### src/include/haptic_diag_pkg.sv
package haptic_diag_pkg;
    // Bus geometry
    localparam int ADDR_W = 8;                      // Byte address width
    localparam int DATA_W = 32;                     // APB data width

    // Register byte offsets
    localparam logic [ADDR_W-1:0] OFS_FAULT  = 8'h00; // Fault summary
    localparam logic [ADDR_W-1:0] OFS_NOTE   = 8'h04; // Notifications
    localparam logic [ADDR_W-1:0] OFS_WARN   = 8'h08; // Warning detail
    localparam logic [ADDR_W-1:0] OFS_INFLT  = 8'h0c; // Input fault detail
    localparam logic [ADDR_W-1:0] OFS_MASK_A = 8'h10; // Mask of fault byte
    localparam logic [ADDR_W-1:0] OFS_MASK_B = 8'h14; // Mask of notifications
    localparam logic [ADDR_W-1:0] OFS_CTRL   = 8'h18; // Control bits
    localparam logic [ADDR_W-1:0] OFS_STAT   = 8'h1c; // Live status

    // Field widths
    localparam int FAULT_W = 5;
    localparam int NOTE_W  = 4;
    localparam int WARN_W  = 3;
    localparam int INFLT_W = 3;
    localparam int CTRL_W  = 2;
    localparam int STAT_W  = 3;

    // Fault summary bits
    localparam int FB_OVERCURRENT = 0;
    localparam int FB_ACTUATOR    = 1;
    localparam int FB_SEQ_PROBLEM = 2;
    localparam int FB_OVERHEAT    = 3;
    localparam int FB_UNDERVOLT   = 4;
    // Notification bits
    localparam int NB_DONE    = 0;
    localparam int NB_REPEAT  = 1;
    localparam int NB_WARNING = 2;
    localparam int NB_ADC_SAT = 3;
    // Warning detail bits
    localparam int WB_DRIVE    = 0;
    localparam int WB_ACCEL    = 1;
    localparam int WB_MEM_TYPE = 2;
    // Input fault detail bits
    localparam int IB_MISSING = 0;
    localparam int IB_MEM     = 1;
    localparam int IB_PWM     = 2;
    // Control and status bits
    localparam int CB_BYPASS = 0;
    localparam int CB_REPEAT = 1;
    localparam int SB_ACTIVE = 0;
    localparam int SB_ALERT  = 1;
    localparam int SB_PIN    = 2;

    // Reset values
    localparam logic [FAULT_W-1:0] MASK_A_RST = 5'h00;
    localparam logic [NOTE_W-1:0]  MASK_B_RST = 4'h0;
    localparam logic [CTRL_W-1:0]  CTRL_RST   = 2'h0;

    // Resonant frequency window
    localparam int FREQ_W = 10;
    localparam logic [FREQ_W-1:0] FREQ_MIN_HZ = 10'h032; // 50 Hz
    localparam logic [FREQ_W-1:0] FREQ_MAX_HZ = 10'h12c; // 300 Hz

    // Playback state
    typedef enum logic {ST_IDLE, ST_DRIVE} play_state_t;
endpackage

### src/include/flag_bus_if.sv
`timescale 1ns/1ps
interface flag_bus_if #(parameter int W = 4);
    logic [W-1:0] set_evt;   // Hardware event pulses
    logic [W-1:0] clr_req;   // Write-one-to-clear strobes
    logic [W-1:0] flags;     // Sticky flags
    modport bank (input set_evt, input clr_req, output flags);
    modport user (output set_evt, output clr_req, input flags);
endinterface

### src/core/haptic_event_diagnostics.sv
// Our own choices: the address map and the APB interface to the registers.
`timescale 1ns/1ps
module haptic_event_diagnostics (
    input  wire logic                               ref_clk_in,
    input  wire logic                               sys_rst_in,
    input  wire logic                               psel_in,
    input  wire logic                               penable_in,
    input  wire logic                               pwrite_in,
    input  wire logic [haptic_diag_pkg::ADDR_W-1:0] paddr_in,
    input  wire logic [haptic_diag_pkg::DATA_W-1:0] pwdata_in,
    output logic      [haptic_diag_pkg::DATA_W-1:0] prdata_out,
    output logic                                    pready_out,
    output logic                                    pslverr_out,
    input  wire logic                               overcurrent_in,
    input  wire logic                               impedance_bad_in,
    input  wire logic                               bemf_bad_in,
    input  wire logic [haptic_diag_pkg::FREQ_W-1:0] freq_hz_in,
    input  wire logic                               freq_valid_in,
    input  wire logic                               overheat_in,
    input  wire logic                               undervoltage_in,
    input  wire logic                               seq_done_in,
    input  wire logic                               seq_restart_in,
    input  wire logic                               adc_saturated_in,
    input  wire logic                               drive_limited_in,
    input  wire logic                               accel_limited_in,
    input  wire logic                               mem_type_bad_in,
    input  wire logic                               missing_sequence_in,
    input  wire logic                               mem_corrupt_in,
    input  wire logic                               pwm_timeout_in,
    input  wire logic                               play_request_in,
    input  wire logic                               play_stop_in,
    input  wire logic                               host_alert_n_in,
    output logic                                    host_alert_n_out,
    output logic                                    host_alert_n_oe_n_out,
    output logic                                    playback_active_out,
    output logic                                    playback_refused_out,
    output logic                                    repeat_request_out
);
    // Flag carriers between this module and the banks
    flag_bus_if #(.W(haptic_diag_pkg::FAULT_W)) fault_fb ();
    flag_bus_if #(.W(haptic_diag_pkg::NOTE_W))  note_fb ();
    flag_bus_if #(.W(haptic_diag_pkg::WARN_W))  warn_fb ();
    flag_bus_if #(.W(haptic_diag_pkg::INFLT_W)) inflt_fb ();

    // Software state
    logic [haptic_diag_pkg::FAULT_W-1:0] mask_a_ff;   // Fault mask
    logic [haptic_diag_pkg::NOTE_W-1:0]  mask_b_ff;   // Notification mask
    logic [haptic_diag_pkg::CTRL_W-1:0]  ctrl_ff;     // Bypass and repeat
    logic [haptic_diag_pkg::CTRL_W-1:0]  nxt_ctrl;    // Next control
    // Bus answer registers
    logic [haptic_diag_pkg::DATA_W-1:0]  prdata_ff;   // Read data
    logic                                pready_ff;   // Access done
    logic                                pslverr_ff;  // Unmapped access
    // Playback and alert state
    haptic_diag_pkg::play_state_t        state_ff;    // Playback state
    haptic_diag_pkg::play_state_t        nxt_state;   // Next state
    logic                                active_ff;   // Driving output
    logic                                refused_ff;  // Refusal pulse
    logic                                alert_ff;    // Alert asserted
    logic                                pin_lvl_ff;  // Driven pin level
    logic [haptic_diag_pkg::DATA_W-1:0]  rd_mux;      // Read selection
    logic                                freq_bad;    // Range check pulse

    // Address decode
    wire hit_fault  = paddr_in == haptic_diag_pkg::OFS_FAULT;
    wire hit_note   = paddr_in == haptic_diag_pkg::OFS_NOTE;
    wire hit_warn   = paddr_in == haptic_diag_pkg::OFS_WARN;
    wire hit_inflt  = paddr_in == haptic_diag_pkg::OFS_INFLT;
    wire hit_mask_a = paddr_in == haptic_diag_pkg::OFS_MASK_A;
    wire hit_mask_b = paddr_in == haptic_diag_pkg::OFS_MASK_B;
    wire hit_ctrl   = paddr_in == haptic_diag_pkg::OFS_CTRL;
    wire hit_stat   = paddr_in == haptic_diag_pkg::OFS_STAT;
    wire addr_hit   = hit_fault | hit_note | hit_warn | hit_inflt |
                      hit_mask_a | hit_mask_b | hit_ctrl | hit_stat;

    // Bus phases; writes land only on the completing edge
    wire access   = psel_in & penable_in;
    wire answer   = access & ~pready_ff;
    wire wr_take  = access & pready_ff & pwrite_in;
    wire wr_fault = wr_take & hit_fault;
    wire wr_note  = wr_take & hit_note;
    wire wr_warn  = wr_take & hit_warn;
    wire wr_inflt = wr_take & hit_inflt;

    // Control bits
    wire bypass     = ctrl_ff[haptic_diag_pkg::CB_BYPASS];
    wire repeat_req = ctrl_ff[haptic_diag_pkg::CB_REPEAT];
    wire repeat_hit = seq_restart_in & repeat_req & active_ff;

    // Flag groups seen by the rest of the logic
    wire [haptic_diag_pkg::FAULT_W-1:0] fault_flags = fault_fb.flags;
    wire [haptic_diag_pkg::NOTE_W-1:0]  note_flags  = note_fb.flags;
    wire [haptic_diag_pkg::WARN_W-1:0]  warn_flags  = warn_fb.flags;
    wire [haptic_diag_pkg::INFLT_W-1:0] inflt_flags = inflt_fb.flags;
    wire [haptic_diag_pkg::INFLT_W-1:0] inflt_evt;
    wire input_fault_evt = |inflt_evt;

    // Input data faults
    assign inflt_evt[haptic_diag_pkg::IB_MISSING] = missing_sequence_in;
    assign inflt_evt[haptic_diag_pkg::IB_MEM]     = mem_corrupt_in;
    assign inflt_evt[haptic_diag_pkg::IB_PWM]     = pwm_timeout_in;
    assign inflt_fb.set_evt = inflt_evt;
    // Clearing the summary sequence flag also drops the PWM detail
    assign inflt_fb.clr_req = (wr_inflt ? pwdata_in[2:0] : 3'h0) |
        {(wr_fault & pwdata_in[haptic_diag_pkg::FB_SEQ_PROBLEM]),
         2'h0};

    // Fault summary byte
    assign fault_fb.set_evt[haptic_diag_pkg::FB_OVERCURRENT] =
        overcurrent_in;
    assign fault_fb.set_evt[haptic_diag_pkg::FB_ACTUATOR] =
        impedance_bad_in | bemf_bad_in | freq_bad;
    assign fault_fb.set_evt[haptic_diag_pkg::FB_SEQ_PROBLEM] =
        input_fault_evt;
    assign fault_fb.set_evt[haptic_diag_pkg::FB_OVERHEAT]  = overheat_in;
    assign fault_fb.set_evt[haptic_diag_pkg::FB_UNDERVOLT] = undervoltage_in;
    assign fault_fb.clr_req =
        wr_fault ? pwdata_in[4:0] : 5'h00;

    // Notifications; warning summary re-sets while any warning stands
    assign note_fb.set_evt[haptic_diag_pkg::NB_DONE]    = seq_done_in;
    assign note_fb.set_evt[haptic_diag_pkg::NB_REPEAT]  = repeat_hit;
    assign note_fb.set_evt[haptic_diag_pkg::NB_WARNING] = |warn_flags;
    assign note_fb.set_evt[haptic_diag_pkg::NB_ADC_SAT] =
        adc_saturated_in;
    assign note_fb.clr_req = wr_note ? pwdata_in[3:0] : 4'h0;

    // Warning detail
    assign warn_fb.set_evt[haptic_diag_pkg::WB_DRIVE]    = drive_limited_in;
    assign warn_fb.set_evt[haptic_diag_pkg::WB_ACCEL]    = accel_limited_in;
    assign warn_fb.set_evt[haptic_diag_pkg::WB_MEM_TYPE] = mem_type_bad_in;
    assign warn_fb.clr_req = wr_warn ? pwdata_in[2:0] : 3'h0;

    // Sticky flag banks
    flag_bank #(.W(haptic_diag_pkg::FAULT_W)) u_fault_bank (
        .ref_clk_in (ref_clk_in),
        .sys_rst_in (sys_rst_in),
        .fb         (fault_fb.bank)
    );
    flag_bank #(.W(haptic_diag_pkg::NOTE_W)) u_note_bank (
        .ref_clk_in (ref_clk_in),
        .sys_rst_in (sys_rst_in),
        .fb         (note_fb.bank)
    );
    flag_bank #(.W(haptic_diag_pkg::WARN_W)) u_warn_bank (
        .ref_clk_in (ref_clk_in),
        .sys_rst_in (sys_rst_in),
        .fb         (warn_fb.bank)
    );
    flag_bank #(.W(haptic_diag_pkg::INFLT_W)) u_inflt_bank (
        .ref_clk_in (ref_clk_in),
        .sys_rst_in (sys_rst_in),
        .fb         (inflt_fb.bank)
    );

    // Resonant frequency window check
    freq_range_check u_freq_check (
        .ref_clk_in       (ref_clk_in),
        .sys_rst_in       (sys_rst_in),
        .freq_hz_in       (freq_hz_in),
        .freq_valid_in    (freq_valid_in),
        .bypass_in        (bypass),
        .out_of_range_out (freq_bad)
    );

    // Playback gating: a fault in flight counts as well as a stored one
    wire fault_any   = |fault_flags;
    wire fault_now   = |fault_fb.set_evt;
    wire fault_block = fault_any | fault_now;
    wire start_ok    = play_request_in & ~fault_block;
    wire refuse      = play_request_in & fault_block &
                       (state_ff == haptic_diag_pkg::ST_IDLE);

    // Next playback state; warnings play no part here
    always_comb begin
        nxt_state = state_ff;
        case (state_ff)
            haptic_diag_pkg::ST_IDLE: begin
                if (start_ok) begin
                    nxt_state = haptic_diag_pkg::ST_DRIVE;
                end
            end
            haptic_diag_pkg::ST_DRIVE: begin
                // Fault, stop or end of sequence fall back to idle
                if (fault_block | play_stop_in | seq_done_in) begin
                    nxt_state = haptic_diag_pkg::ST_IDLE;
                end
            end
            default: begin
                nxt_state = haptic_diag_pkg::ST_IDLE;
            end
        endcase
    end

    // Playback registers
    always_ff @(posedge ref_clk_in) begin
        if (sys_rst_in) begin
            state_ff   <= haptic_diag_pkg::ST_IDLE;
            active_ff  <= 1'b0;
            refused_ff <= 1'b0;
        end else begin
            state_ff   <= nxt_state;
            active_ff  <= nxt_state == haptic_diag_pkg::ST_DRIVE;
            refused_ff <= refuse;
        end
    end

    // Unmasked pending flags drive the alert
    wire pend_a = |(fault_flags & ~mask_a_ff);
    wire pend_b = |(note_flags & ~mask_b_ff);

    // Alert line; the pin is only ever pulled low, never driven high
    always_ff @(posedge ref_clk_in) begin
        if (sys_rst_in) begin
            alert_ff   <= 1'b0;
            pin_lvl_ff <= 1'b0;
        end else begin
            alert_ff   <= pend_a | pend_b;
            pin_lvl_ff <= 1'b0;
        end
    end

    // Control: software write wins, a taken repeat consumes the request
    always_comb begin
        nxt_ctrl = ctrl_ff;
        if (wr_take & hit_ctrl) begin
            nxt_ctrl = pwdata_in[1:0];
        end else if (repeat_hit) begin
            nxt_ctrl[haptic_diag_pkg::CB_REPEAT] = 1'b0;
        end
    end

    // Mask and control registers
    always_ff @(posedge ref_clk_in) begin
        if (sys_rst_in) begin
            mask_a_ff <= haptic_diag_pkg::MASK_A_RST;
            mask_b_ff <= haptic_diag_pkg::MASK_B_RST;
            ctrl_ff   <= haptic_diag_pkg::CTRL_RST;
        end else begin
            if (wr_take & hit_mask_a) begin
                mask_a_ff <= pwdata_in[4:0];
            end
            if (wr_take & hit_mask_b) begin
                mask_b_ff <= pwdata_in[3:0];
            end
            ctrl_ff <= nxt_ctrl;
        end
    end

    // Read selection, narrow registers zero-extended
    always_comb begin
        rd_mux = '0;
        if (hit_fault) begin
            rd_mux[4:0] = fault_flags;
        end else if (hit_note) begin
            rd_mux[3:0] = note_flags;
        end else if (hit_warn) begin
            rd_mux[2:0] = warn_flags;
        end else if (hit_inflt) begin
            rd_mux[2:0] = inflt_flags;
        end else if (hit_mask_a) begin
            rd_mux[4:0] = mask_a_ff;
        end else if (hit_mask_b) begin
            rd_mux[3:0] = mask_b_ff;
        end else if (hit_ctrl) begin
            rd_mux[1:0] = ctrl_ff;
        end else if (hit_stat) begin
            rd_mux[haptic_diag_pkg::SB_ACTIVE] = active_ff;
            rd_mux[haptic_diag_pkg::SB_ALERT]  = alert_ff;
            rd_mux[haptic_diag_pkg::SB_PIN]    = host_alert_n_in;
        end
    end

    // Bus answer: one wait state, data and error latched together
    always_ff @(posedge ref_clk_in) begin
        if (sys_rst_in) begin
            pready_ff  <= 1'b0;
            pslverr_ff <= 1'b0;
            prdata_ff  <= '0;
        end else begin
            pready_ff  <= answer;
            pslverr_ff <= answer & ~addr_hit;
            if (answer) begin
                prdata_ff <= pwrite_in ? '0 : rd_mux;
            end
        end
    end

    // Outputs, all from flops
    assign prdata_out            = prdata_ff;
    assign pready_out            = pready_ff;
    assign pslverr_out           = pslverr_ff;
    assign host_alert_n_out      = pin_lvl_ff;
    assign host_alert_n_oe_n_out = ~alert_ff;
    assign playback_active_out   = active_ff;
    assign playback_refused_out  = refused_ff;
    assign repeat_request_out    = repeat_req;
endmodule

### src/core/flag_bank.sv
`timescale 1ns/1ps
module flag_bank #(
    parameter int W = 4
) (
    input  wire logic ref_clk_in,
    input  wire logic sys_rst_in,
    flag_bus_if.bank  fb
);
    logic [W-1:0] flag_ff;   // Sticky flag storage
    logic [W-1:0] nxt_flag;  // Next flag value

    // One sticky bit per event, set beats clear
    genvar i;
    for (i = 0; i < W; i++) begin : g_bit
        assign nxt_flag[i] = fb.set_evt[i] | (flag_ff[i] & ~fb.clr_req[i]);
    end

    // Flag register
    always_ff @(posedge ref_clk_in) begin
        if (sys_rst_in) begin
            flag_ff <= '0;
        end else begin
            flag_ff <= nxt_flag;
        end
    end

    assign fb.flags = flag_ff;
endmodule

### src/core/freq_range_check.sv
`timescale 1ns/1ps
module freq_range_check (
    input  wire logic                              ref_clk_in,
    input  wire logic                              sys_rst_in,
    input  wire logic [haptic_diag_pkg::FREQ_W-1:0] freq_hz_in,
    input  wire logic                              freq_valid_in,
    input  wire logic                              bypass_in,
    output logic                                   out_of_range_out
);
    logic range_bad_ff;  // Registered out-of-window pulse
    wire  below;         // Under the lower edge
    wire  above;         // Over the upper edge

    assign below = freq_hz_in < haptic_diag_pkg::FREQ_MIN_HZ;
    assign above = freq_hz_in > haptic_diag_pkg::FREQ_MAX_HZ;

    // Bypass blocks the check entirely, not just the flag
    always_ff @(posedge ref_clk_in) begin
        if (sys_rst_in) begin
            range_bad_ff <= 1'b0;
        end else begin
            range_bad_ff <= freq_valid_in & ~bypass_in & (below | above);
        end
    end

    assign out_of_range_out = range_bad_ff;
endmodule

### config.mk
export PLATFORM = sky130hd
export DESIGN_NAME = haptic_event_diagnostics
export DESIGN_NICKNAME = d
export VERILOG_FILES = /design/src/include/haptic_diag_pkg.sv /design/src/include/flag_bus_if.sv /design/src/core/haptic_event_diagnostics.sv /design/src/core/flag_bank.sv /design/src/core/freq_range_check.sv
export SDC_FILE = /design/constraint.sdc
export NUM_CORES = 1
export LEC_CHECK = 0
export ABC_AREA = 1
export BUFFER_PORTS_ARGS = -buffer_cell sky130_fd_sc_hd__buf_4
export CAP_MARGIN = 10
export CORE_MARGIN = 2
export CORE_UTILIZATION = 45
export DETAILED_ROUTE_END_ITERATION = 16
export GPL_TIMING_DRIVEN = 0
export PLACE_DENSITY = 0.9
export SLEW_MARGIN = 30
export SYNTH_ARGS = -nofsm -noshare
export SYNTH_HDL_FRONTEND = slang
export SYNTH_SLANG_ARGS = --single-unit
export TNS_END_PERCENT = 50
### constraint.sdc
create_clock -name ref_clk_in -period 1.75 [get_ports ref_clk_in]
set_input_delay 0.0875 -clock ref_clk_in [delete_from_list [all_inputs] [get_ports ref_clk_in]]
set_output_delay 0.0875 -clock ref_clk_in [all_outputs]
set_load 0.005 [all_outputs]
==> results of run 1 <==
-- power breakdown --
group          leakage (nW)  switching, mW  total, mW  internal [mW]
sequential            0.304         0.0167      0.888          0.871
clock                0.0542          0.303      0.659          0.356
combinational          1.01          0.146      0.297          0.151
-- area by class of cell --
cell class              count  area share (%)
plain buffers              33            8.42
clock buffers               7            3.43
clock inverters             1           0.178
inverters                  48            6.41
multi-input cells         213            38.2
flip-flops and latches     37            26.4
well taps                  52            2.32
repair buffers             55            14.7
-- layout by cell type, fill, tap and decap left out --
cell / n
a31oi_1: 1
conb_1: 28
buf_4: 83
inv_1: 41
nand2_4: 1
nand4_1: 2
a21oi_2: 1
clkbuf_1: 4
inv_2: 7
dfxtp_1: 37
nor3_4: 2
nand2_2: 3
a21oi_1: 34
or2_1: 1
nor3_2: 1
nor4_1: 2
nand3_2: 1
a221oi_1: 2
o211ai_1: 4
buf_6: 1
nand2_1: 43
o21a_1: 3
o22ai_1: 2
nor2_1: 19
o21ai_0: 21
nand3b_1: 1
nor3_1: 6
a211oi_1: 1
nor2_2: 2
o21ai_1: 7
nand3_1: 19
nor2_4: 4
clkbuf_8: 7
or3_1: 1
clkinv_2: 1
a41oi_1: 1
-- synthesized netlist by cell type (4+ instances only) --
library cell  count
nor3_1            6
inv_1            41
nor2_1           19
o21ai_0          21
dfxtp_1          37
nand2_1          43
nand3_1          19
o211ai_1          4
o21ai_1           7
clkbuf_1          4
nor2_4            4
buf_4            28
inv_2             7
a21oi_1          34
-- registers in the layout, summed over array words and instances, names as in the netlist, 2 cells and up --
register and count:
ctrl_ff 2, mask_a_ff 5, u_note_bank.fb.flags 4, u_warn_bank.fb.flags 3, mask_b_ff 4, u_inflt_bank.fb.flags 3
prdata_out 5, u_fault_bank.fb.flags 5
-- repair_timing --
| item | 4_1_cts | 5_1_grt |
|---|---|---|
| gates resized for setup | 0 | 1 |
| setup endpoints to repair | 0 | 4 |
| setup buffers | 0 | 0 |
-- worst max-delay path, stage by stage, from the launching register on --
cell and delay (ns):
dfxtp_1 0.35, inv_1 0.08, nor3_4 0.34, nand3_1 0.30, o21ai_0 0.23, a21oi_1 0.06
-- how the worst max path moves through the flow --
stage / from / end / cells after the start
after global routing: pready_out / mask_b_ff[0] / 5
after floorplan: pready_out / u_inflt_bank.fb.flags[2] / 7
after detailed placement: pready_out / mask_b_ff[1] / 5
after CTS: pready_out / mask_b_ff[1] / 5
after global placement: pready_out / mask_b_ff[2] / 5
final: pready_out / mask_b_ff[2] / 5
-- stage by stage --
stage / area (um2) / std cells / utilization [%] / hold WS, ns / power [mW]
final: 2810 / 446 / 63.2 / 0.00669 / 1.84
after global routing: 2810 / 446 / 63.2 / 0.0162 / 1.92
after CTS: 2800 / 446 / 63.1 / 0.00176 / 1.85
after detailed placement: 2700 / 438 / 60.8 / 0.311 / 1.20
after global placement: 2700 / 438 / 60.8 / 0.306 / 1.19
after floorplan: 2220 / 331 / - / 0.213 / 1.07
-- cell families after synthesis --
group	Yosys count	synth area share [%]
AO/OA/AOI/OAI	77	20.0
buffers and inverters	81	19.6
flip-flops	37	34.9
other	1	0.177
AND/OR/NAND/NOR	108	25.3
-- routing by layer --
layer / up-vias / wire [um]
met5: - / 0
met4: 0 / 44
met3: 6 / 553
met2: 109 / 2590
met1: 947 / 2210
li1: 1113 / -
==> flow_summary.json, run 1 <==
{
  "ys_warn_count": 0,
  "yosys.area.top_type": "dfxtp_1",
  "track_usage_pct": 21.3,
  "yosysUniqueCellTypes": 34,
  "grt.overflow.total": 0,
  "clk_latency_ns": 0.29,
  "area.sequential_um2": 741,
  "setup_viol": 0,
  "grt_use_met1_pct": 27.4,
  "avgRoutedWirePerCell_um": 12.1,
  "rsz0062_at_grt": "no",
  "criticalPathCategory": "reg2reg",
  "min_to": "u_freq_check.out_of_range_out",
  "cp.arrival_ns": 1.65,
  "drv_cap": 0,
  "die_area_mm2": 0.00528,
  "finalHoldViolCount": 0,
  "drtIter0Drc": 157,
  "die_h_um": 72.7,
  "drc": 0,
  "cts_buffers": 5,
  "drive_gt1_share_pct": 28.9,
  "placementRows": 24,
  "slew_headroom_pct": 64.0,
  "synth_top_area_share_pct": 34.9,
  "status": "completed",
  "rr_startpoint": "pready_out",
  "grt_pass1_vias": 1963,
  "r2r_cells": 5,
  "multi_input_area_mm2": 0.00107,
  "syn-cell-area_mm2": 0.00212,
  "grt.busiest_layer": "met2",
  "pre_cts_ws_ns": 0.138,
  "diodes": 0,
  "fin_crit_sh_pct": 84.1,
  "dr.pass1.iters": 4,
  "ctsHtreeMaxLevel": 2,
  "synthFlopType": "dfxtp_1",
  "clock_path_buffers": 2,
  "die_x_um": 72.7,
  "min_delay_path_depth": 3,
  "synth_area_leaders": "dfxtp_1 35%, buf_4 9.9%, a21oi_1 8.0%",
  "n_fill_cell": 418,
  "vias": 2175,
  "ant_nets": 0,
  "wl_mm": 5.40,
  "min_from": "freq_hz_in[9]",
  "ys_seq_elements": 37,
  "synth_edf_count": 0,
  "antenna_found_initial": 0,
  "cts_root_buffer": "clkbuf_8",
  "hp-class": "in2reg",
  "grt_util_met3_pct": 4.83,
  "setup_ws_ns": 0.279,
  "worst-path-max-fanout": 8,
  "start_util_pct": 47.7,
  "end_kind": "flip-flop",
  "ff2ff_setup_slack_ns": 0.28,
  "async_flop_share_pct": 0,
  "fin_skew_ns": 0.00782,
  "core_area_mm2": 0.00444,
  "grt_pass1_wl_mm": 8.67,
  "syn_avg_cell_area_um2": 6.98,
  "ys_seq_area_share_pct": 34.9,
  "fmax_ghz": 0.680,
  "cp-start-kind": "flip-flop",
  "cts_tree": "done",
  "p_per_area_mw_per_mm2": 656,
  "worst_pin_slew_ns": 0.540,
  "tns_ns": 0,
  "gr-usage-met2_pct": 36.1,
  "period_needed_ns": 1.47,
  "ir_drop_v": 0.000522,
  "io_buffer_count": 55,
  "cts.sinks": 37,
  "layout.nets": 466,
  "grt_max_degree": 12,
  "areaGrowthSynthToFinish_pct": 32.4,
  "leakage_nw": 1.37,
  "ctsHoldBuffers": 0,
  "syn_inst": 304,
  "r2r_end": "mask_b_ff[2]",
  "vias_per_cell": 4.88,
  "pin_count": 112,
  "required_ns": 1.93,
  "routabilityCongestion": 0.924,
  "slew_viol_final": 0,
  "dp_hpwl_mm": 4.34,
  "clk_pin_slew_worst_paths_ns": 0.07
}
No activity file was read; power rests on OpenSTA's default activity.
==> run 2: changes to the inputs <==
- ABC_AREA: 1 -> 0
- CORE_UTILIZATION: 45 -> 40
- PLACE_DENSITY: 0.9 -> 0.86
- clock period: 1.75 -> 1.3 ns (I/O delays scaled with it)
==> run 2 against run 1 <==
The run now ends with setup timing left. Die area is 7.0% higher. Count of clock-buffer cells in the layout did not move. First-iteration DRC count rose by 13%. Cell area grew 7.6%. Combinational power rose by 61%. Hold slack worse by 0.0040 ns. Sequential share of layout area decreased by 1.5 points. Synthesized cell count fell by 16%. Worst setup slack got worse by 0.35 ns. Clock power is 24% higher. Clock skew is 0.0026 ns lower. Critical endpoint is now mask_a_ff[1].
==> flow_summary.json, run 2 <==
{
  "status": "complete, but fails checks",
  "violations": "setup timing",
  "syn_inst": 255,
  "routabilityCongestion": 0.927,
  "grt.overflow.total": 0,
  "cp.arrival_ns": 1.53,
  "ys_seq_area_share_pct": 36.5,
  "setup_viol": 14,
  "ir_drop_v": 0.000651,
  "ys_warn_count": 0,
  "hp-class": "in2reg",
  "drtIter0Drc": 178,
  "layout.nets": 430,
  "worst-path-max-fanout": 6,
  "vias_per_cell": 5.23,
  "core_area_mm2": 0.00482,
  "ys_seq_elements": 37,
  "pin_count": 112,
  "avgRoutedWirePerCell_um": 14.5,
  "setup_ws_ns": -0.0666,
  "antenna_found_initial": 0,
  "wl_mm": 6.16,
  "drive_gt1_share_pct": 39.5,
  "async_flop_share_pct": 0,
  "cts_tree": "done",
  "slew_viol_final": 0,
  "fmax_ghz": 0.732,
  "finalHoldViolCount": 0,
  "ant_nets": 0,
  "drv_cap": 0,
  "fin_skew_ns": 0.00524,
  "ctsHtreeMaxLevel": 2,
  "n_fill_cell": 445,
  "die_h_um": 75.2,
  "pre_cts_ws_ns": -0.479,
  "syn_avg_cell_area_um2": 7.95,
  "critPathSlowestCell": "or4_4",
  "synth_edf_count": 0,
  "start_util_pct": 42.1,
  "cts_buffers": 5,
  "placementRows": 25,
  "die_area_mm2": 0.00565,
  "diodes": 0,
  "yosysUniqueCellTypes": 40,
  "clk_pin_slew_worst_paths_ns": 0.07,
  "yosys-top-cells-count": "37 x dfxtp_1, 36 x nor2_1, 28 x buf_4",
  "leakage_nw": 1.40,
  "synth.most_common_cell": "dfxtp_1",
  "layout_commonest_cell": "buf_4",
  "dr.pass1.iters": 5,
  "synth_top_area_share_pct": 36.5,
  "grt_pass1_vias": 1924,
  "fin_crit_sh_pct": 105,
  "layout_common_cells": "90 x buf_4, 34 x nor2_1, 29 x dfxtp_1",
  "rsz0062_at_grt": "yes",
  "synthFlopType": "dfxtp_1",
  "period_needed_ns": 1.37,
  "cts_root_buffer": "clkbuf_8",
  "cp_top_family": "simple AND/OR/NAND/NOR gates",
  "cp-start-kind": "input port",
  "cts.sinks": 37,
  "dp_hpwl_mm": 4.55,
  "track_usage_pct": 21.7,
  "syn-cell-area_mm2": 0.00203,
  "required_ns": 1.47,
  "areaGrowthSynthToFinish_pct": 49.1,
  "worst_pin_slew_ns": 0.658,
  "criticalPathCategory": "in2reg",
  "yosys.area.top_type": "dfxtp_1",
  "cp_cell_sequence": "buf_4 -> or4_4 -> or3_4 -> mux2i_1 -> nor2_1",
  "clk_latency_ns": 0.29,
  "path_buf_inv": 1,
  "p_per_area_mw_per_mm2": 829,
  "synth_area_leaders": "dfxtp_1 37%, buf_4 10%, mux2i_1 6.9%",
  "max_stage_delay_ns": 0.61,
  "clock_path_buffers": 2,
  "grt_max_degree": 11,
  "slew_headroom_pct": 55.7,
  "total_power_mw": 2.51,
  "vias": 2218,
  "grt_pass1_wl_mm": 9.14,
  "io_buffer_count": 55,
  "die_x_um": 75.2,
  "drc": 0,
  "end_kind": "flip-flop"
}
-- run 2: changes by cell type after synthesis, moves of 14 or more --
cell / before / now
inv_1: 41 / 12
nand2_1: 43 / 21
nor2_1: 19 / 36
o21ai_0: 21 / 4
nand3_1: 19 / 4
mux2i_1: 0 / 14
-- run 2: layout make-up --
cell class / count / area [um2] / share of cell area [%]
Sequential cell: 37 / 751 / 24.8
Multi-Input combinational cell: 194 / 1250 / 41.5
Buffer: 37 / 251 / 8.32
Clock buffer: 7 / 86.3 / 2.86
Inverter: 12 / 45.0 / 1.49
Timing Repair Buffer: 70 / 551 / 18.2
Tap cell: 67 / 83.8 / 2.77
-- run 2: worst paths after layout --
kind,start,end,slack [ns],cells past startpoint
setup reg to reg,pready_out,u_note_bank.fb.flags[1],-0.04,7
hold reg to reg,ctrl_ff[0],u_freq_check.out_of_range_out,0.45,1
setup / recovery,paddr_in[3],mask_a_ff[1],-0.07,5
hold / removal,overcurrent_in,u_fault_bank.fb.flags[0],0.003,3
-- run 2: logic make-up after synthesis --
family                 count (synthesis)  synth area share [%]
flip-flops                            37                  36.5
multiplexers                          19                  10.2
AO/OA/AOI/OAI                         46                  13.8
AND/OR/NAND/NOR                      100                  23.6
other                                  1                 0.185
buffers and inverters                 51                  15.2
XOR/XNOR                               1                 0.432
-- run 2: routing by layer --
layer  share of wire [%]  global-route usage (%)  vias up  routed length, um
li1                    -                       -     1043                  -
met1                  39                    28.9     1001               2390
met2                  47                    34.4      150               2880
met3                  11                    4.55       24                693
met4                 3.1                    8.77        0                191
met5                   0                       0        -                  0
-- run 2: worst register-to-register path: cells and delay by family, from the launching register on --
kind	cells	cell delay, ns
flops	1	0.33
buf+inv	2	0.30
simple gates	3	0.30
compound gates	2	0.27
-- run 2: timing repair --
action / CTS / global route
setup buffers: 1 / 7
hold endpoints to repair: 7 / 0
gates cloned: 0 / 0
hold buffers: 7 / 0
pin swaps: 7 / 20
setup endpoints to repair: 30 / 31
gates resized for setup: 19 / 31
-- run 2: stage by stage --
stage,instance area (um2),hold slack (ns),std cells,TNS (ns),utilization [%]
after floorplan,2140,0.182,282,-2.11,-
after global placement,2640,0.269,404,-10.81,54.8
after detailed placement,2640,0.281,404,-10.78,54.8
after CTS,2850,0.00428,418,-1.13,59.1
after global routing,3020,0.00564,424,-2.59,62.7
final,3020,0.00266,424,-0.524,62.7
-- run 2: where the power goes --
group	total, mW	internal [mW]	leakage [nW]	switching (mW)
logic	0.478	0.252	1.04	0.226
clock network	0.818	0.421	0.0443	0.398
registers	1.21	1.17	0.307	0.0352
total	2.51	1.85	1.40	0.659
